<file path="src/isrb_pkg.sv">
// isrb_pkg: shared constants and types for the two-wire slave readout block.
// assumes: users import isrb_pkg::* in module headers.
`default_nettype none
package isrb_pkg;
  localparam logic [7:0] CFG_FIRST = 8'h00;
  localparam logic [7:0] CFG_LAST = 8'h74;
  localparam logic [7:0] BUF_FIRST = 8'h80;
  localparam logic [7:0] BUF_LAST = 8'h87;
  localparam logic [7:0] PTR_RESET = 8'h00;
  localparam int SAMPLE_COUNT = 50;
  localparam logic [5:0] LAST_SLOT = 6'h31;
  localparam logic [5:0] OLDEST_IDX = 6'h00;
  localparam logic [3:0] BITS_PER_BYTE = 4'h8;
  localparam int LSB_FIELD_W = 2;

  typedef enum {
    ST_IDLE,
    ST_ADDR,
    ST_ADDR_ACK,
    ST_WR_BYTE,
    ST_WR_ACK,
    ST_RD_BYTE,
    ST_RD_ACK
  } isrb_state_type;

  typedef struct packed {
    logic [6:0] addr;
    logic [7:0] data;
  } isrb_wr_type;

  typedef struct packed {
    logic [2:0] chan;
    logic [5:0] idx;
  } isrb_smp_req_type;

  function automatic logic isrb_is_cfg(input logic [7:0] p);
    return (p >= CFG_FIRST) && (p <= CFG_LAST);
  endfunction

  function automatic logic isrb_is_buf(input logic [7:0] p);
    return (p >= BUF_FIRST) && (p <= BUF_LAST);
  endfunction

  function automatic logic [7:0] isrb_ptr_inc(input logic [7:0] p);
    return (p >= CFG_LAST) ? CFG_FIRST : p + 8'h01;
  endfunction

  // readout slot k holds chronological sample k+1, the last slot the oldest
  function automatic logic [5:0] isrb_slot_idx(input logic [5:0] k);
    return (k == LAST_SLOT) ? OLDEST_IDX : k + 6'h01;
  endfunction
endpackage
`default_nettype wire

</file>
<file path="src/isrb_slave.sv">
// isrb_slave: two-wire slave port with register pointer and ring buffer readout.
// assumes: scl and sda samples are synchronous to clk_in and far slower than it;
// register read data and sample data follow their address within two clocks.
`default_nettype none
// Summary of operation
// - ack address and data bytes by pulling data low in the ninth clock
// - when sending, wait for the master's ack or nack of each byte
// - during software reboot the slave address gets a nack
// - first written byte after address loads the register pointer
// - stop alone leaves the register pointer unchanged
// - later written bytes go to the pointed register if the code is valid
// - pointer increments after each acked written data byte
// - command code outside 0x00 to 0x74 and 0x80 to 0x87 gets a nack
// - pointer wraps to 0x00 after the highest register
// - read returns eight bits then the pointer increments
// - 0x80 to 0x87 are buffer channels, anything else outside gets nack
// - a read after loading a buffer base address starts buffer readout
// - during readout the pointer does not auto-increment
// - master nack ends readout; a new read with the pointer unchanged restarts it at slot 0
// - in 8-bit mode one byte carries one sample
// - in 10-bit mode high byte first, then two lsbs right aligned
// - order: samples 1 up to 49, then the oldest sample 0, fifty total
module isrb_slave
  import isrb_pkg::*;
#(
  parameter logic [6:0] SLAVE_ADDR = 7'h2A, // arbitrary default
  parameter int FIFO_DEPTH = 4
) (
  input wire logic clk_in,
  input wire logic srst_in,
  input wire logic scl_in,
  input wire logic sda_in,
  output logic sda_out,
  output logic sda_oe_out,
  input wire logic reboot_busy_in,
  input wire logic mode10_in,
  output logic [6:0] reg_addr_out,
  input wire logic [7:0] reg_rdata_in,
  output logic reg_wr_valid_out,
  input wire logic reg_wr_ready_in,
  output isrb_wr_type reg_wr_out,
  output isrb_smp_req_type smp_req_out,
  input wire logic [9:0] smp_data_in,
  output logic readout_active_out
);
  isrb_state_type state;
  logic scl_q;
  logic sda_q;
  logic scl_rise;
  logic scl_fall;
  logic start_cond;
  logic stop_cond;
  logic [3:0] bit_cnt;
  logic [7:0] rx_shift;
  logic [7:0] tx_shift;
  logic [7:0] ptr;
  logic first_byte;
  logic master_ack;
  logic rb_active;
  logic [5:0] rb_slot;
  logic rb_half;
  logic [7:0] tx_byte;
  logic push;
  isrb_wr_type push_item;
  logic fifo_in_ready;
  logic accept_cmd;
  logic accept_data;
  logic addr_hit;
  logic addr_done;
  logic cmd_done;
  logic ack_rise;
  logic ack_fall;

  assign scl_rise = scl_in && !scl_q;
  assign scl_fall = !scl_in && scl_q;
  assign start_cond = scl_in && scl_q && sda_q && !sda_in;
  assign stop_cond = scl_in && scl_q && !sda_q && sda_in;

  // a written byte that would not fit is refused, the fifo never drops one
  assign accept_cmd = isrb_is_cfg(rx_shift) || isrb_is_buf(rx_shift);
  assign accept_data = isrb_is_cfg(ptr) && fifo_in_ready;
  assign addr_hit = (rx_shift[7:1] == SLAVE_ADDR);

  // byte-level strobes; start and stop mask the three fall strobes, so a stop alone moves nothing
  assign addr_done = !start_cond && !stop_cond && scl_fall && state == ST_ADDR
                     && bit_cnt == BITS_PER_BYTE;
  assign cmd_done = !start_cond && !stop_cond && scl_fall && state == ST_WR_BYTE
                    && bit_cnt == BITS_PER_BYTE && first_byte;
  assign ack_rise = scl_rise && state == ST_RD_ACK;
  assign ack_fall = !start_cond && !stop_cond && scl_fall && state == ST_RD_ACK;

  // byte presented to the master for the current read
  always_comb begin
    tx_byte = reg_rdata_in;
    if (rb_active) begin
      if (mode10_in && rb_half) begin
        tx_byte = {6'h00, smp_data_in[LSB_FIELD_W-1:0]};
      end else begin
        tx_byte = smp_data_in[9:2];
      end
    end
  end

  always_ff @(posedge clk_in) begin
    if (srst_in) begin
      scl_q <= 1'b1;
      sda_q <= 1'b1;
    end else begin
      scl_q <= scl_in;
      sda_q <= sda_in;
    end
  end

  // bus-level protocol engine
  always_ff @(posedge clk_in) begin
    if (srst_in) begin
      state <= ST_IDLE;
      bit_cnt <= '0;
      rx_shift <= '0;
      tx_shift <= '0;
      sda_oe_out <= 1'b0;
      first_byte <= 1'b0;
      master_ack <= 1'b0;
    end else if (start_cond) begin
      state <= ST_ADDR;
      bit_cnt <= '0;
      sda_oe_out <= 1'b0;
    end else if (stop_cond) begin
      state <= ST_IDLE;
      sda_oe_out <= 1'b0;
    end else begin
      case (state)
        ST_IDLE: begin
          sda_oe_out <= 1'b0;
        end
        ST_ADDR: begin
          if (scl_rise) begin
            rx_shift <= {rx_shift[6:0], sda_in};
            bit_cnt <= bit_cnt + 4'h1;
          end else if (scl_fall && bit_cnt == BITS_PER_BYTE) begin
            if (addr_hit && !reboot_busy_in) begin
              sda_oe_out <= 1'b1;
              state <= ST_ADDR_ACK;
            end else begin
              state <= ST_IDLE;
            end
          end
        end
        ST_ADDR_ACK: begin
          if (scl_fall) begin
            bit_cnt <= '0;
            if (rx_shift[0]) begin
              tx_shift <= tx_byte;
              sda_oe_out <= !tx_byte[7];
              state <= ST_RD_BYTE;
            end else begin
              sda_oe_out <= 1'b0;
              first_byte <= 1'b1;
              state <= ST_WR_BYTE;
            end
          end
        end
        ST_WR_BYTE: begin
          if (scl_rise) begin
            rx_shift <= {rx_shift[6:0], sda_in};
            bit_cnt <= bit_cnt + 4'h1;
          end else if (scl_fall && bit_cnt == BITS_PER_BYTE) begin
            if (first_byte ? accept_cmd : accept_data) begin
              sda_oe_out <= 1'b1;
              state <= ST_WR_ACK;
            end else begin
              state <= ST_IDLE;
            end
          end
        end
        ST_WR_ACK: begin
          if (scl_fall) begin
            sda_oe_out <= 1'b0;
            first_byte <= 1'b0;
            bit_cnt <= '0;
            state <= ST_WR_BYTE;
          end
        end
        ST_RD_BYTE: begin
          if (scl_fall) begin
            if (bit_cnt == BITS_PER_BYTE - 4'h1) begin
              sda_oe_out <= 1'b0;
              state <= ST_RD_ACK;
            end else begin
              tx_shift <= {tx_shift[6:0], 1'b0};
              sda_oe_out <= !tx_shift[6];
              bit_cnt <= bit_cnt + 4'h1;
            end
          end
        end
        ST_RD_ACK: begin
          if (scl_rise) begin
            master_ack <= !sda_in;
          end else if (scl_fall) begin
            bit_cnt <= '0;
            if (master_ack) begin
              tx_shift <= tx_byte;
              sda_oe_out <= !tx_byte[7];
              state <= ST_RD_BYTE;
            end else begin
              state <= ST_IDLE;
            end
          end
        end
        default: begin
          state <= ST_IDLE;
          sda_oe_out <= 1'b0;
        end
      endcase
    end
  end

  // register pointer; only byte-level events move it, never stop alone
  always_ff @(posedge clk_in) begin
    if (srst_in) begin
      ptr <= PTR_RESET;
    end else if (!start_cond && !stop_cond && scl_fall) begin
      if (state == ST_WR_BYTE && bit_cnt == BITS_PER_BYTE) begin
        if (first_byte && accept_cmd) begin
          ptr <= rx_shift;
        end else if (!first_byte && accept_data) begin
          ptr <= isrb_ptr_inc(ptr);
        end
      end else if (state == ST_RD_BYTE && bit_cnt == BITS_PER_BYTE - 4'h1) begin
        if (!rb_active) begin
          ptr <= isrb_ptr_inc(ptr);
        end
      end
    end
  end

  // ring buffer readout sequencing; a read arms it at its address byte, so the
  // first sample is fetched well before its first bit is loaded for sending
  always_ff @(posedge clk_in) begin
    if (srst_in) begin
      rb_active <= 1'b0;
      rb_slot <= '0;
      rb_half <= 1'b0;
    end else if (cmd_done && accept_cmd) begin
      rb_active <= 1'b0; // any new pointer ends a readout; the next read re-arms
      rb_slot <= '0;
      rb_half <= 1'b0;
    end else if (addr_done && addr_hit && !reboot_busy_in && rx_shift[0] && !rb_active
                 && isrb_is_buf(ptr)) begin
      rb_active <= 1'b1;
      rb_slot <= '0;
      rb_half <= 1'b0;
    end else if (ack_fall && rb_active && !master_ack) begin
      rb_active <= 1'b0;
    end else if (ack_rise && rb_active && !sda_in) begin
      // advance on the ack itself: the next byte is loaded at the following fall
      if (mode10_in && !rb_half) begin
        rb_half <= 1'b1;
      end else begin
        rb_half <= 1'b0;
        rb_slot <= (rb_slot == LAST_SLOT) ? 6'h00 : rb_slot + 6'h01;
      end
    end
  end

  // addresses out to the register bank and the sample store
  always_ff @(posedge clk_in) begin
    if (srst_in) begin
      reg_addr_out <= '0;
      smp_req_out <= '0;
      readout_active_out <= 1'b0;
      sda_out <= 1'b0;
    end else begin
      reg_addr_out <= ptr[6:0];
      smp_req_out.chan <= ptr[2:0];
      smp_req_out.idx <= isrb_slot_idx(rb_slot);
      readout_active_out <= rb_active;
      sda_out <= 1'b0;
    end
  end

  // accepted data bytes queue for the register bank
  always_ff @(posedge clk_in) begin
    if (srst_in) begin
      push <= 1'b0;
      push_item <= '0;
    end else begin
      push <= !start_cond && !stop_cond && scl_fall && state == ST_WR_BYTE
              && bit_cnt == BITS_PER_BYTE && !first_byte && accept_data;
      push_item.addr <= ptr[6:0];
      push_item.data <= rx_shift;
    end
  end

  isrb_fifo #(
    .WIDTH($bits(isrb_wr_type)),
    .DEPTH(FIFO_DEPTH)
  ) u_fifo (
    .clk_in(clk_in),
    .srst_in(srst_in),
    .in_valid_in(push),
    .in_ready_out(fifo_in_ready),
    .in_data_in(push_item),
    .out_valid_out(reg_wr_valid_out),
    .out_ready_in(reg_wr_ready_in),
    .out_data_out(reg_wr_out)
  );
endmodule
`default_nettype wire

</file>
<file path="src/isrb_fifo.sv">
// isrb_fifo: small shift fifo, head word and valid come straight from flops.
// assumes: one clock, synchronous active-high reset.
`default_nettype none
module isrb_fifo
  import isrb_pkg::*;
#(
  parameter int WIDTH = 15,
  parameter int DEPTH = 4
) (
  input wire logic clk_in,
  input wire logic srst_in,
  input wire logic in_valid_in,
  output logic in_ready_out,
  input wire logic [WIDTH-1:0] in_data_in,
  output logic out_valid_out,
  input wire logic out_ready_in,
  output logic [WIDTH-1:0] out_data_out
);
  localparam int CW = $clog2(DEPTH + 1);
  logic [WIDTH-1:0] mem [DEPTH];
  logic [CW-1:0] count;
  logic [CW-1:0] next_count;
  logic push;
  logic pop;

  assign in_ready_out = (count != CW'(DEPTH));
  assign pop = out_valid_out && out_ready_in;
  assign push = in_valid_in && in_ready_out;
  assign out_data_out = mem[0];

  always_comb begin
    next_count = count;
    if (push && !pop) begin
      next_count = count + CW'(1);
    end else if (pop && !push) begin
      next_count = count - CW'(1);
    end
  end

  always_ff @(posedge clk_in) begin
    if (srst_in) begin
      count <= '0;
      out_valid_out <= 1'b0;
    end else begin
      count <= next_count;
      out_valid_out <= (next_count != '0);
    end
  end

  // shift on pop; a push lands just above the words that remain
  always_ff @(posedge clk_in) begin
    for (int i = 0; i < DEPTH; i++) begin
      if (pop && i < DEPTH - 1) begin
        mem[i] <= mem[i+1];
      end
      if (push && CW'(i) == (pop ? count - CW'(1) : count)) begin
        mem[i] <= in_data_in;
      end
    end
  end
endmodule
`default_nettype wire

</file>
<file path="config.mk">
export PLATFORM = sky130hd
export DESIGN_NAME = isrb_slave
export DESIGN_NICKNAME = d
export VERILOG_FILES = /design/src/isrb_pkg.sv /design/src/isrb_slave.sv /design/src/isrb_fifo.sv
export SDC_FILE = /design/constraint.sdc
export NUM_CORES = 1
export LEC_CHECK = 0
export ABC_AREA = 1
export BUFFER_PORTS_ARGS = -buffer_cell sky130_fd_sc_hd__buf_2
export CAP_MARGIN = 15
export CORE_MARGIN = 10
export CORE_UTILIZATION = 25
export DETAILED_ROUTE_END_ITERATION = 6
export GPL_ROUTABILITY_DRIVEN = 0
export PLACE_DENSITY = 0.45
export SLEW_MARGIN = 20
export SYNTH_ARGS = -nofsm -noshare
export SYNTH_HDL_FRONTEND = slang
export SYNTH_SLANG_ARGS = --single-unit
export TNS_END_PERCENT = 30
</file>
<file path="constraint.sdc">
create_clock -name clk_in -period 3.44 [get_ports clk_in]
set_clock_uncertainty 0.05 [all_clocks]
set_input_delay 0 -clock clk_in [delete_from_list [all_inputs] [get_ports clk_in]]
set_output_delay 0 -clock clk_in [all_outputs]
set_load 0.02 [all_outputs]
</file>
* Word level (Yosys, flattened, before mapping)
Memories as Yosys holds them, arrays and structs flattened.
Index checks and enable logic that the tools add are counted.
** Word-level totals
- Register bits :: 102
- RAM bits :: 60
- Input port bits :: 25
- Output and inout bits :: 35
- Logic and storage cells :: 265
- Memories :: 1
** Memory list
- u_fifo.mem :: words 4, bits a word 15, rd ports 4, clocked after Yosys merged registers in 0, wr ports 3, line isrb_fifo.sv:20 : logic [WIDTH-1:0] mem [DEPTH];
** Cells by class
- $add $sub $neg :: 5
- Order comparisons :: 9
- Equal/unequal tests :: 48
- Muxes and demuxes :: 81
- Bitwise operators :: 8
- Reduce and logical (&&, ||, !) cells :: 91
** Operators with widths (number)
- $mux W32 :: 10
- $pmux W32 S7 :: 1
- $eq A32 B3 Y1 const B :: 4
- $eq A32 B2 Y1 const B :: 3
- $eq A32 B4 Y1 const B :: 2
- $mux W8 :: 8
- $mux W15 :: 4
- $logic_and A1 B1 Y1 :: 49
- $mux W7 :: 7
- $ne A4 B4 Y1 const B :: 10
- $mux W1 :: 33
- $eq A32 B1 Y1 const B :: 1
- $logic_not A32 Y1 :: 1
- $ne A2 B2 Y1 const B :: 16
- $reduce_and A11 Y1 :: 2
- $pmux W7 S3 :: 1
- $mux W4 :: 5
- $mux W3 :: 6
- $ge A8 B1 Y1 const B :: 2
- $ge A8 B8 Y1 const B :: 2
- $le A8 B7 Y1 const B :: 2
- $le A8 B8 Y1 const B :: 2
- $pmux W4 S4 :: 1
- $logic_not A1 Y1 :: 15
- 35 further kinds :: 55

* Depth between registers and ports, before layout
Gate-level depths: netlist of run 1.
- Depth in word-level cells :: 14
- Mapped depth :: 12

* Hierarchy
From an unflattened synthesis of run 1, not the netlist that was laid out.
** Second synthesis, totals
- Cell total of the unflattened synthesis :: 789
- Area total of the unflattened synthesis :: 6333.6 µm²
** Modules (own cells, without submodules)
- isrb_slave :: times used 1, cells an instance 514, area each 3407.0 µm², seq. area each 1321.3 µm²
- isrb_fifo :: times used 1, cells an instance 275, area each 2926.6 µm², seq. area each 1881.8 µm²

* Worst setup path after synthesis of run 1
No wires, ideal clock.
- Kind :: flip-flop to flip-flop
- From :: register u_fifo.count[0]
- To :: memory u_fifo.mem[0][0], enable pin
- Setup time :: 366 ps
- Data arrival time :: 1762 ps
- Required time :: 3024 ps
- Setup slack :: 1262 ps
- Cell stages (with the launch flop) :: 10
- Buffers on the path :: 1
- Path through :: dfxtp_1 inv_1 ha_1 inv_1 o21ai_0 inv_1 nor2_1 nand3_1 clkbuf_1 nand2_1
** RTL lines
- from (decl) :: line isrb_fifo.sv:21 : logic [CW-1:0] count;
- from (signal assigned) :: line isrb_fifo.sv:45 : count <= next_count;
- to (decl) :: line isrb_fifo.sv:20

==> results of run 1 <==
[worst max-delay path, stage by stage (launching register included)]
cell     delay [ns]
dfxtp_1        0.36
inv_1          0.07
ha_1           0.29
inv_1          0.05
o21ai_0        0.22
inv_1          0.06
nor2_1         0.12
nand3_1        0.09
buf_4          0.23
nand2_1        0.46
[cells by family (layout without fill, tap and decap cells)]
family	count (synthesis)	after routing	share of synthesized area, %
AOI/OAI and AO/OA	140	140	12.43
xor gates and xnor gates	4	4	0.5734
buffers and inverters	118	192	8.477
other	1	1	0.06137
DFF	130	130	52.42
adders and majority gates	9	9	1.843
and+or+nand+nor	333	333	24.20
[cells in the final DEF (no fill, tap or decap), types with 2 or more instances in the layout]
cell type / instances
inv_6: 5
inv_1: 72
inv_2: 10
nor3_1: 10
edfxtp_1: 60
nor2_4: 2
inv_4: 2
a211oi_1: 2
o21ai_1: 22
o211ai_1: 3
nor2_2: 9
buf_2: 58
nor3_2: 2
clkinv_4: 2
dfxtp_1: 70
buf_4: 4
nand4_1: 10
nand2_4: 3
ha_1: 9
nand3_1: 21
nor2_1: 105
inv_8: 5
o21ai_0: 73
nand3_2: 4
xnor2_1: 2
nand2_2: 6
nor2_8: 2
nand3b_1: 2
clkbuf_16: 17
nor4_1: 2
a21oi_1: 32
dlygate4sd3_1: 14
xor2_1: 2
nand2_1: 152
[flip-flops by register name, indices dropped and copies added (netlist names)]
name and flops:
readout_active_out 1, u_fifo.out_valid_out 1, state 3, rb_half 1, bit_cnt 4, ptr 8
master_ack 1, rx_shift 8, sda_oe_out 1, push_item 13, push 1, sda_q 1
tx_shift 7, rb_slot 6, u_fifo.mem 60, scl_q 1, u_fifo.count 3, rb_active 1
smp_req_out 8, first_byte 1
[per-layer routing]
metal	global-route usage, %	part of all wire [%]
met2	14.01	45
met5	0	0
met1	11.20	48
met3	3.054	5.1
met4	3.818	1.4
[where the power goes]
part | switching (mW) | total [mW] | internal, mW
Combinational | 0.284 | 0.428 | 0.144
Sequential | 0.0383 | 1.79 | 1.75
Clock | 0.765 | 1.80 | 1.03
[area by class of cell]
class                   count  area [sq um]  area share [%]
flip-flops and latches    130          3203           43.49
multi-input cells         487          2390           32.45
repair buffers             76         460.4           6.252
clock buffers              17         425.4           5.776
well taps                 324         405.4           5.505
inverters                  84         320.3           4.349
clock inverters            15         160.2           2.175
[per-stage QoR]
step	instances	utilization, %
after global placement	1087	27.46
final	1133	30.46
after detailed placement	1087	27.46
after CTS	1133	30.46
after global routing	1133	30.46
after floorplan	735	-
[path summary, 6_finish.rpt]
| path | start | endpoint | slack (ns) | depth (start not counted) |
|---|---|---|---|---|
| hold reg to reg | push_item[5] | u_fifo.mem[3][5] | 0.38 | 0 |
| setup / recovery | u_fifo.count[0] | u_fifo.mem[0][2] | 1.06 | 9 |
| setup reg to reg | u_fifo.count[0] | u_fifo.mem[0][2] | 1.06 | 9 |
| hold / removal | reboot_busy_in | rb_active | 0.002 | 5 |
[Yosys cell counts (12+ instances only)]
master,n,share of area [%]
nand2_1,152,9.3
nor2_1,105,6.4
o21ai_0,73,6.0
inv_1,72,4.4
dfxtp_1,70,23
edfxtp_1,60,29
a21oi_1,32,2.6
o21ai_1,22,1.8
nand3_1,21,1.7
buf_4,13,1.6
clkbuf_1,12,0.74
==> metrics.csv, run 1 <==
stage,metric,value,unit
status,status,completed,
global_routing,vias in the first global route,4473,
clock_tree,total CTS buffers,17,
yosys,sequential fraction of the synthesis area,52.42,%
finish,layout cells sized above 1,17.06,%
finish,final-layout fill cell count,2555,
yosys,"EDFF count, synth",60,
yosys,Post-synth top flop,dfxtp_1,
clock_tree,clk_lat worst skew,0.42,ns
finish,Nets,830,
drt,average wire per standard cell,11.85,microns
finish,Layout area overhead,20.52,%
timing,post-route minimum period,2.381,ns
timing,fin crit share,69.23,%
global_routing,initial antenna violation count,0,
placed_design,DP Worst Slack,1.033,ns
yosys,Yosys warning count,0,
timing,Finish-stage setup viols,0,
worst_setup_path,WS Path Type,flip-flop to flip-flop,
timing,Final Max Tran Viols,0,
floorplan,Die X-Extent,176.3,microns
floorplan,Rows,57,
timing,Least-Margin Pin Slew,0.6740,ns
global_routing,global-route wire length before repair,22.60,mm
pwr,worst vdd ir,0.2517,mV
floorplan,die height,176.3,microns
timing,final setup margin,1.059,ns
placed_design,hpwl dp,9.954,mm
drt,DRT Wirelength,13.42,mm
floorplan,Top Ports,60,
pwr,total leakage power,3.085,nW
pwr,Power Total,4.011,mW
drt,via count,4655,
yosys,mapped cell area,6111,sq um
floorplan,die area,31100,sq um
timing,f_max,419.9,MHz
timing,RSZ-0062 raised after global routing,no,
finish,Final Cell Area,7365,sq um
yosys,post-synth cell types,44,
global_routing,largest net degree at the start of global routing,32,
worst_setup_path,Startpoint Class,flip-flop,
clock_tree,total setup buffers inserted after CTS,0,
clock_tree,clk slew on worst S/H paths,0.06,ns
drt,TritonRoute pass-1 iters,4,
flow_run,max-cap violations,0,
placed_design,Port-buffer cells,58,
clock_tree,CTS tree,built,
drt,DRT antenna net count,0,
worst_setup_path,CP Capture Type,flip-flop,
yosys,Post-Syn Instances,735,
yosys,Synth async-reset ratio,0,%
clock_tree,H-tree Lvls,4,
timing,slew margin rel.,55.06,%
drt,Via density,4.109,
timing,accumulated negative setup slack,0,ns
clock_tree,cts-stage hold buffer count,14,
drt,1st-iter DRT viols,288,
drt,detailed-route DRC error count,0,
global_routing,Global Route Usage Sum,9.017,%
placed_design,cell area after placement,6639,sq um
worst_hold_path,Min-Delay Path Class,input pin to flip-flop,
timing,Min Hold Slack,0.002340,ns
worst_setup_path,data required time of the worst path,3.44,ns
timing,final-report hold violation count,0,
yosys,Post-Syn Area per Cell,8.314,sq um
pwr,PwrDens,544.6,nW/um^2
clock_tree,CTS Root Cell,clkbuf_16,
floorplan,starting density of the core,25.28,%
worst_setup_path,crit path max fanout,31,
yosys,Synthesized Nets,769,
clock_tree,post_cts resized,0,
global_routing,grt ovf,0,
worst_setup_path,critical path arrival,2.38,ns
clock_tree,Clock Path Buffers,2,
floorplan,CORE AREA,24180,sq um
clock_tree,CTS sink count,130,
finish,ant diodes,0,
yosys,register bit count reported by yosys,130,
(Power assumes the default switching activity.)
==> run 2, diff against run 1 <==
ABC_AREA = 0   (was 1)
PLACE_DENSITY = 0.47   (was 0.45)
clock period = 1.9 ns   (was 3.44 ns; I/O delays follow)
==> run 2 against run 1 <==
Compared with the run above: the run now ends with setup timing left; critical path type unchanged; setup slack lost 1.3 ns; count of clock-buffer cells in the layout grew 2; synthesized cell count shrank 23%; utilization grew 4.1 points; register-to-register slack lost 1.3 ns; largest cell class unchanged; die area grew 2.0%; sequential cell count is the same; design area grew 15%; highest routed layer unchanged; maximum frequency grew 13%; routed wire length grew 15%.
==> metrics.csv, run 2 <==
stage,metric,value,unit,change
floorplan,Die X-Extent,178.1,microns,was 176.3 microns
global_routing,largest net degree at the start of global routing,28,,was 32
worst_hold_path,Min-Delay Path Class,input pin to flip-flop,,unchanged
yosys,leading area contributor after synthesis,edfxtp_1,,unchanged
yosys,Synth async-reset ratio,0,%,unchanged
worst_hold_path,hold_sp,mode10_in,,was reboot_busy_in
yosys,most frequent cell after synthesis,dfxtp_1,,was nand2_1
placed_design,DP Worst Slack,-0.2613,ns,was 1.033 ns
yosys,register bit count reported by yosys,130,,unchanged
worst_setup_path,r2r startpoint,u_fifo.count[1],,was u_fifo.count[0]
finish,largest register by flop count,u_fifo.mem,,unchanged
global_routing,grt ovf,0,,unchanged
drt,via count,4888,,was 4655
floorplan,die area,31720,sq um,was 31100 sq um
worst_setup_path,reg2reg end,u_fifo.mem[1][1],,was u_fifo.mem[0][2]
drt,TritonRoute pass-1 iters,6,,was 4
finish,Final Cell Area,8447,sq um,was 7365 sq um
clock_tree,CTS tree,built,,unchanged
finish,Sequential Area,3212,sq um,was 3203 sq um
worst_setup_path,crit path max fanout,8,,was 31
timing,RSZ-0062 raised after global routing,yes,,was no
flow_run,max-cap violations,0,,unchanged
finish,Nets,745,,was 830
clock_tree,clk_lat worst skew,0.42,ns,about the same
timing,final-report hold violation count,0,,unchanged
pwr,worst vdd ir,0.4389,mV,was 0.2517 mV
finish,biggest regs,"u_fifo.mem x60, push_item x13",,unchanged
yosys,main combinational cell family by area after synthesis,simple AND/OR/NAND/NOR gates,,unchanged
worst_setup_path,WS Path Type,flip-flop to flip-flop,,unchanged
worst_setup_path,FF-to-FF setup slack,-0.21,ns,was 1.06 ns
clock_tree,clk slew on worst S/H paths,0.06,ns,about the same
finish,layout cells sized above 1,38.40,%,was 17.06%
timing,fin crit share,111.0,%,was 69.23%
timing,Finish-stage setup viols,84,,was 0
global_routing,initial antenna violation count,0,,unchanged
yosys,post-synthesis xor/xnor area fraction,1.101,%,was 0.5733%
worst_setup_path,Startpoint Class,flip-flop,,unchanged
status,status,"finished, violations left",,was completed
drt,detailed-route DRC error count,0,,unchanged
clock_tree,CTS Root Cell,clkbuf_16,,unchanged
yosys,mapped cell area,6248,sq um,was 6111 sq um
worst_setup_path,critical path arrival,2.23,ns,was 2.38 ns
floorplan,CORE AREA,24460,sq um,was 24180 sq um
drt,DRT Wirelength,15.44,mm,was 13.42 mm
yosys,Synth Area in Adders,1.802,%,was 1.843%
worst_setup_path,R2R depth,8,,was 9
worst_setup_path,data required time of the worst path,2.02,ns,was 3.44 ns
yosys,post-synthesis mux area share,11.01,%,was 0%
finish,Util after Layout,34.53,%,was 30.46%
clock_tree,Clock Path Buffers,2,,unchanged
timing,final setup margin,-0.2081,ns,was 1.059 ns
yosys,Compound-Gate Fraction of Synth Area,11.99,%,was 12.43%
timing,f_max,474.4,MHz,was 419.9 MHz
placed_design,hpwl dp,11.14,mm,was 9.954 mm
yosys,Post-synth top cells,"dfxtp_1 (70), edfxtp_1 (60), mux2_2 (46)",,"was nand2_1 (152), nor2_1 (105), o21ai_0 (73)"
global_routing,global-route wire length before repair,25.07,mm,was 22.60 mm
yosys,"EDFF count, synth",60,,unchanged
clock_tree,H-tree Lvls,4,,unchanged
finish,most frequent cells in the layout,"buf_4 (80), dfxtp_1 (63), edfxtp_1 (60)",,"was nand2_1 (152), nor2_1 (105), o21ai_0 (73)"
drt,Via density,4.664,,was 4.109
timing,slew margin rel.,61.62,%,was 55.06%
yosys,Synthesized Nets,601,,was 769
clock_tree,CTS sink count,130,,unchanged
worst_hold_path,hold depth,4,,was 5
placed_design,cell area after placement,7455,sq um,was 6639 sq um
drt,DRT antenna net count,0,,unchanged
finish,area of the multi-input gates,3029,sq um,was 2390 sq um
yosys,post-synth cell types,74,,was 44
clock_tree,total CTS buffers,17,,unchanged
worst_setup_path,CP Capture Type,flip-flop,,unchanged
worst_hold_path,Hold Path Sink,rb_half,,was rb_active
global_routing,vias in the first global route,5018,,was 4473
drt,1st-iter DRT viols,279,,was 288
finish,"most common cell after layout, fill and taps aside",buf_4,,was nand2_1
floorplan,starting density of the core,25.54,%,was 25.28%
pwr,total leakage power,3.228,nW,was 3.085 nW
yosys,Post-Syn Area per Cell,11.02,sq um,was 8.314 sq um
global_routing,Global Route Usage Sum,9.775,%,was 9.017%
floorplan,Top Ports,60,,unchanged
timing,accumulated negative setup slack,-8.679,ns,was 0 ns
yosys,Synth area leaders,"edfxtp_1 (29%), dfxtp_1 (22%), mux2_2 (8.3%), mux2i_1 (2.7%), nor2_1 (2.6%)",,"was edfxtp_1 (29%), dfxtp_1 (23%), nand2_1 (9.3%), nor2_1 (6.4%), o21ai_0 (6.0%)"
pwr,PwrDens,894.9,nW/um^2,was 544.6 nW/um^2
finish,final-layout fill cell count,2438,,was 2555
timing,Min Hold Slack,0.03699,ns,was 0.002340 ns
timing,post-route minimum period,2.108,ns,was 2.381 ns
finish,Layout area overhead,35.18,%,was 20.52%
timing,Least-Margin Pin Slew,0.5746,ns,was 0.6740 ns
yosys,Post-synth top flop,dfxtp_1,,unchanged
yosys,Post-Syn Instances,567,,was 735
yosys,sequential fraction of the synthesis area,51.26,%,was 52.42%
timing,Final Max Tran Viols,0,,unchanged
finish,Largest register FFs,60,,unchanged
floorplan,die height,178.1,microns,was 176.3 microns
yosys,Yosys warning count,0,,unchanged
drt,average wire per standard cell,14.73,microns,was 11.85 microns
yosys,share of the synthesized area in the top cell type,28.83,%,was 29.48%
status,failing checks,setup timing,,
yosys,Synth Area in Simple Gates,18.38,%,was 24.20%
placed_design,Port-buffer cells,58,,unchanged
floorplan,Rows,57,,unchanged
finish,ant diodes,0,,unchanged
run 2: changes by cell type in the layout (fill, tap and decap cells not counted), moves of 17 or more:
cell     delta
nor2_1     -63
o21ai_0    -64
mux2_2     +34
o21ai_1    -20
mux2i_1    +17
nor2b_1    +17
nand2_1   -129
buf_4      +76
inv_1      -58
run 2: stage by stage:
stage,total power [mW],cells
final,7.559,1048
after global routing,7.897,1048
after CTS,7.612,1044
after detailed placement,4.379,995
after global placement,4.368,995
after floorplan,3.979,567
run 2: worst max-delay path, stage by stage, from the launching register on:
cell and delay, ns:
dfxtp_2 0.33, inv_2 0.05, ha_4 0.27, and4b_1 0.18, o21bai_1 0.08, a21oi_2 0.17, nor2b_4 0.24, buf_8 0.17
mux2_2 0.33
run 2: final cells by class:
type                    instances  area share (%)
flip-flops and latches        130           38.02
clock inverters                13           1.466
inverters                      16          0.7110
well taps                     324           4.799
clock buffers                  19           5.125
multi-input cells             384           35.86
repair buffers                162           14.01
run 2: how the worst max path moves through the flow:
stage / from / to / slack [ns] / depth (start not counted)
final: u_fifo.count[1] / u_fifo.mem[1][1] / -0.21 / 8
after detailed placement: u_fifo.count[1] / u_fifo.mem[1][3] / -0.26 / 8
after global routing: u_fifo.count[1] / u_fifo.mem[1][2] / -0.32 / 8
after CTS: u_fifo.count[1] / u_fifo.mem[1][8] / -0.19 / 8
after floorplan: u_fifo.count[0] / u_fifo.mem[1][10] / -0.21 / 9
after global placement: u_fifo.count[1] / u_fifo.mem[1][3] / -0.22 / 8
run 2: power by group:
group / internal [mW] / switching, mW
registers: 3.20 / 0.0800
clock network: 1.82 / 1.30
logic: 0.541 / 0.611
run 2: repair_timing:
| action | 4_1_cts | 5_1_grt |
|---|---|---|
| buffers inserted | 0 | 3 |
| gates cloned | 1 | 1 |
| pin swaps | 6 | 7 |
| endpoints found under the hold margin | 18 | 0 |
| hold buffers | 16 | 0 |
| endpoints found under the setup margin | 123 | 129 |
| gates resized for setup | 32 | 25 |
run 2: kinds of logic after synthesis:
group           after synthesis
simple gates                203
flops                       130
compound gates              100
mux                          63
buf+inv                      54
fa+ha+maj                     9
xor+xnor                      7
other cells                   1
run 2: metal layers:
metal / GRT usage [%] / vias up / routed length (microns)
met5: 0 / - / 0
met4: 3.334 / 0 / 256
li1: - / 2397 / -
met2: 16.66 / 109 / 7655
met3: 3.087 / 21 / 760
met1: 11.35 / 2361 / 6765
==> run 3, diff against run 2 <==
TNS_END_PERCENT = 1   (was 30)
==> run 3 against run 2 <==
Compared with the run above: the run still ends with setup timing left; maximum frequency rose by 1.0%; sequential share of layout area grew 0.14 points; routed wire length grew 0.95%; highest routed layer unchanged.
==> metrics.csv, run 3 (synthesis results as in run 2) <==
stage,metric,value,unit,change
global_routing,initial antenna violation count,0,,unchanged
finish,ant diodes,0,,unchanged
drt,via count,4884,,was 4888
worst_setup_path,Worst Setup SP,u_fifo.count[1],,unchanged
drt,1st-iter DRT viols,393,,was 279
finish,Final Cell Area,8436,sq um,was 8447 sq um
drt,Via density,4.678,,was 4.664
floorplan,Die X-Extent,178.1,microns,unchanged
placed_design,Port-buffer cells,58,,unchanged
finish,Nets,743,,was 745
finish,Sequential Area,3219,sq um,was 3212 sq um
drt,TritonRoute pass-1 iters,4,,was 6
timing,final setup margin,-0.1866,ns,was -0.2081 ns
clock_tree,CTS tree,built,,unchanged
drt,DRT Wirelength,15.58,mm,was 15.44 mm
timing,RSZ-0062 raised after global routing,yes,,unchanged
timing,final-report hold violation count,0,,unchanged
finish,largest register by flop count,u_fifo.mem,,unchanged
worst_setup_path,FF-to-FF setup slack,-0.19,ns,was -0.21 ns
timing,post-route minimum period,2.087,ns,was 2.108 ns
pwr,PwrDens,911.6,nW/um^2,was 894.9 nW/um^2
timing,Final Max Tran Viols,0,,unchanged
pwr,total leakage power,3.238,nW,was 3.228 nW
timing,Finish-stage setup viols,102,,was 84
clock_tree,H-tree Lvls,4,,unchanged
global_routing,vias in the first global route,5024,,was 5018
finish,biggest regs,"u_fifo.mem x60, push_item x13",,unchanged
status,failing checks,setup timing,,unchanged
worst_setup_path,Startpoint Class,flip-flop,,unchanged
pwr,Int Power,5.709,mW,was 5.564 mW
pwr,Clock power frac,41.6,%,was 41.3%
worst_setup_path,CP Capture Type,flip-flop,,unchanged
clock_tree,Clock Path Buffers,2,,unchanged
worst_setup_path,sequence of cells on the critical path,inv_2 -> ha_4 -> and4b_1 -> o21bai_1 -> a21oi_2 -> nor2b_4 -> buf_6 -> mux2_2,,was inv_2 -> ha_4 -> and4b_1 -> o21bai_1 -> a21oi_2 -> nor2b_4 -> buf_8 -> mux2_2
clock_tree,total CTS buffers,17,,unchanged
clock_tree,clk_lat worst skew,0.42,ns,about the same
finish,Util after Layout,34.48,%,was 34.53%
pwr,Psw,1.981,mW,was 1.994 mW
worst_hold_path,hold depth,4,,unchanged
timing,Min Hold Slack,0.03619,ns,was 0.03699 ns
clock_tree,total setup buffers inserted after CTS,0,,unchanged
finish,final-layout fill cell count,2433,,was 2438
worst_setup_path,R2R depth,8,,unchanged
drt,average wire per standard cell,14.93,microns,was 14.73 microns
global_routing,Global Route Usage Sum,10.02,%,was 9.775%
worst_setup_path,critical path's slowest cell,dfxtp_2,,unchanged
timing,f_max,479.3,MHz,was 474.4 MHz
finish,Largest register FFs,60,,unchanged
status,status,"finished, violations left",,unchanged
pwr,worst vdd ir,0.4336,mV,was 0.4389 mV
pwr,Sw Ratio,25.76,%,was 26.38%
clock_tree,CTS sink count,130,,unchanged
drt,DRT antenna net count,0,,unchanged
placed_design,cell area after placement,7478,sq um,was 7455 sq um
worst_setup_path,CP Capture Point,u_fifo.mem[1][7],,was u_fifo.mem[1][1]
global_routing,global-route wire length before repair,25.58,mm,was 25.07 mm
worst_hold_path,Min-Delay Path Class,input pin to flip-flop,,unchanged
worst_setup_path,data required time of the worst path,2.02,ns,about the same
finish,layout cells sized above 1,38.75,%,was 38.40%
floorplan,CORE AREA,24460,sq um,unchanged
global_routing,largest net degree at the start of global routing,31,,was 28
worst_setup_path,crit path max fanout,9,,was 8
finish,most frequent cells in the layout,"buf_4 (74), edfxtp_1 (60), dfxtp_1 (59)",,"was buf_4 (80), dfxtp_1 (63), edfxtp_1 (60)"
floorplan,Top Ports,60,,unchanged
placed_design,hpwl dp,11.11,mm,was 11.14 mm
worst_setup_path,crit-path max cell delay,0.34,ns,was 0.33 ns
floorplan,die height,178.1,microns,unchanged
worst_setup_path,WS Path Type,flip-flop to flip-flop,,unchanged
floorplan,starting density of the core,25.54,%,unchanged
finish,area of the multi-input gates,2989,sq um,was 3029 sq um
floorplan,Rows,57,,unchanged
flow_run,max-cap violations,0,,unchanged
pwr,Combinational Power Share,15.8,%,was 15.2%
drt,detailed-route DRC error count,0,,unchanged
worst_setup_path,r2r startpoint,u_fifo.count[1],,unchanged
clock_tree,clk slew on worst S/H paths,0.06,ns,about the same
worst_setup_path,reg2reg end,u_fifo.mem[1][7],,was u_fifo.mem[1][1]
floorplan,die area,31720,sq um,unchanged
pwr,Reg power frac,42.7,%,was 43.4%
timing,fin crit share,109.8,%,was 111.0%
clock_tree,CTS Root Cell,clkbuf_16,,unchanged
global_routing,grt ovf,0,,unchanged
finish,"most common cell after layout, fill and taps aside",buf_4,,unchanged
pwr,Power Total,7.690,mW,was 7.559 mW
worst_setup_path,critical path arrival,2.21,ns,was 2.23 ns
finish,Layout area overhead,35.00,%,was 35.18%
run 3: worst min path at each step:
stage	end	from	slack, ns
3_5_place_dp	u_fifo.count[2]	srst_in	0.24
6_report	rb_half	mode10_in	0.04
3_3_place_gp	u_fifo.count[2]	srst_in	0.23
5_1_grt	rb_half	mode10_in	0.07
4_1_cts	rb_half	mode10_in	0.01
2_1_floorplan	u_fifo.count[1]	srst_in	0.02
run 3: stage by stage:
step,worst slack (ns),instances,setup TNS (ns)
floorplan,-0.2107,567,-15.23
global placement,-0.2222,996,-15.31
detailed placement,-0.2490,996,-17.48
CTS,-0.1760,1044,-11.89
global route,-0.2888,1044,-22.48
finish,-0.1866,1044,-10.74
run 3: timing repair:
item | in CTS | in global routing
resized for setup | 27 | 34
hold buffers | 16 | 0
pin swaps | 7 | 12
endpoints found under the setup margin | 120 | 130
cloned | 2 | 0
hold endpoints to repair | 15 | 0
run 3: worst max-delay path: cells and delay by family, from the launching register on:
kind | cells | cell delay [ns]
buffers and inverters | 2 | 0.22
muxes | 1 | 0.33
and+or+nand+nor | 2 | 0.40
adders and majority gates | 1 | 0.28
AOI/OAI and AO/OA | 2 | 0.22
DFF | 1 | 0.34
run 3: cell type report:
cell class | instances | share of cell area (%)
multi-input combinational | 384 | 35.43
inverter | 16 | 0.7120
clock inverter | 12 | 1.602
tap | 324 | 4.806
clock buffer | 18 | 5.088
sequential | 130 | 38.16
timing repair buffer | 160 | 14.19
run 3: power by group through the flow:
stage / Combinational (mW) / Sequential [mW] / Clock [mW]
after CTS: 1.14 / 3.28 / 3.29
after detailed placement: 1.05 / 3.34 / 0
after global placement: 1.04 / 3.34 / 0
final: 1.21 / 3.28 / 3.20
after floorplan: 0.541 / 3.43 / 0
after global routing: 1.33 / 3.30 / 3.41
run 3: routing by layer:
metal,wire length [microns],GRT usage [%]
met1,6892,11.90
met2,7680,16.41
met3,793,3.319
met4,217,3.925
met5,0,0
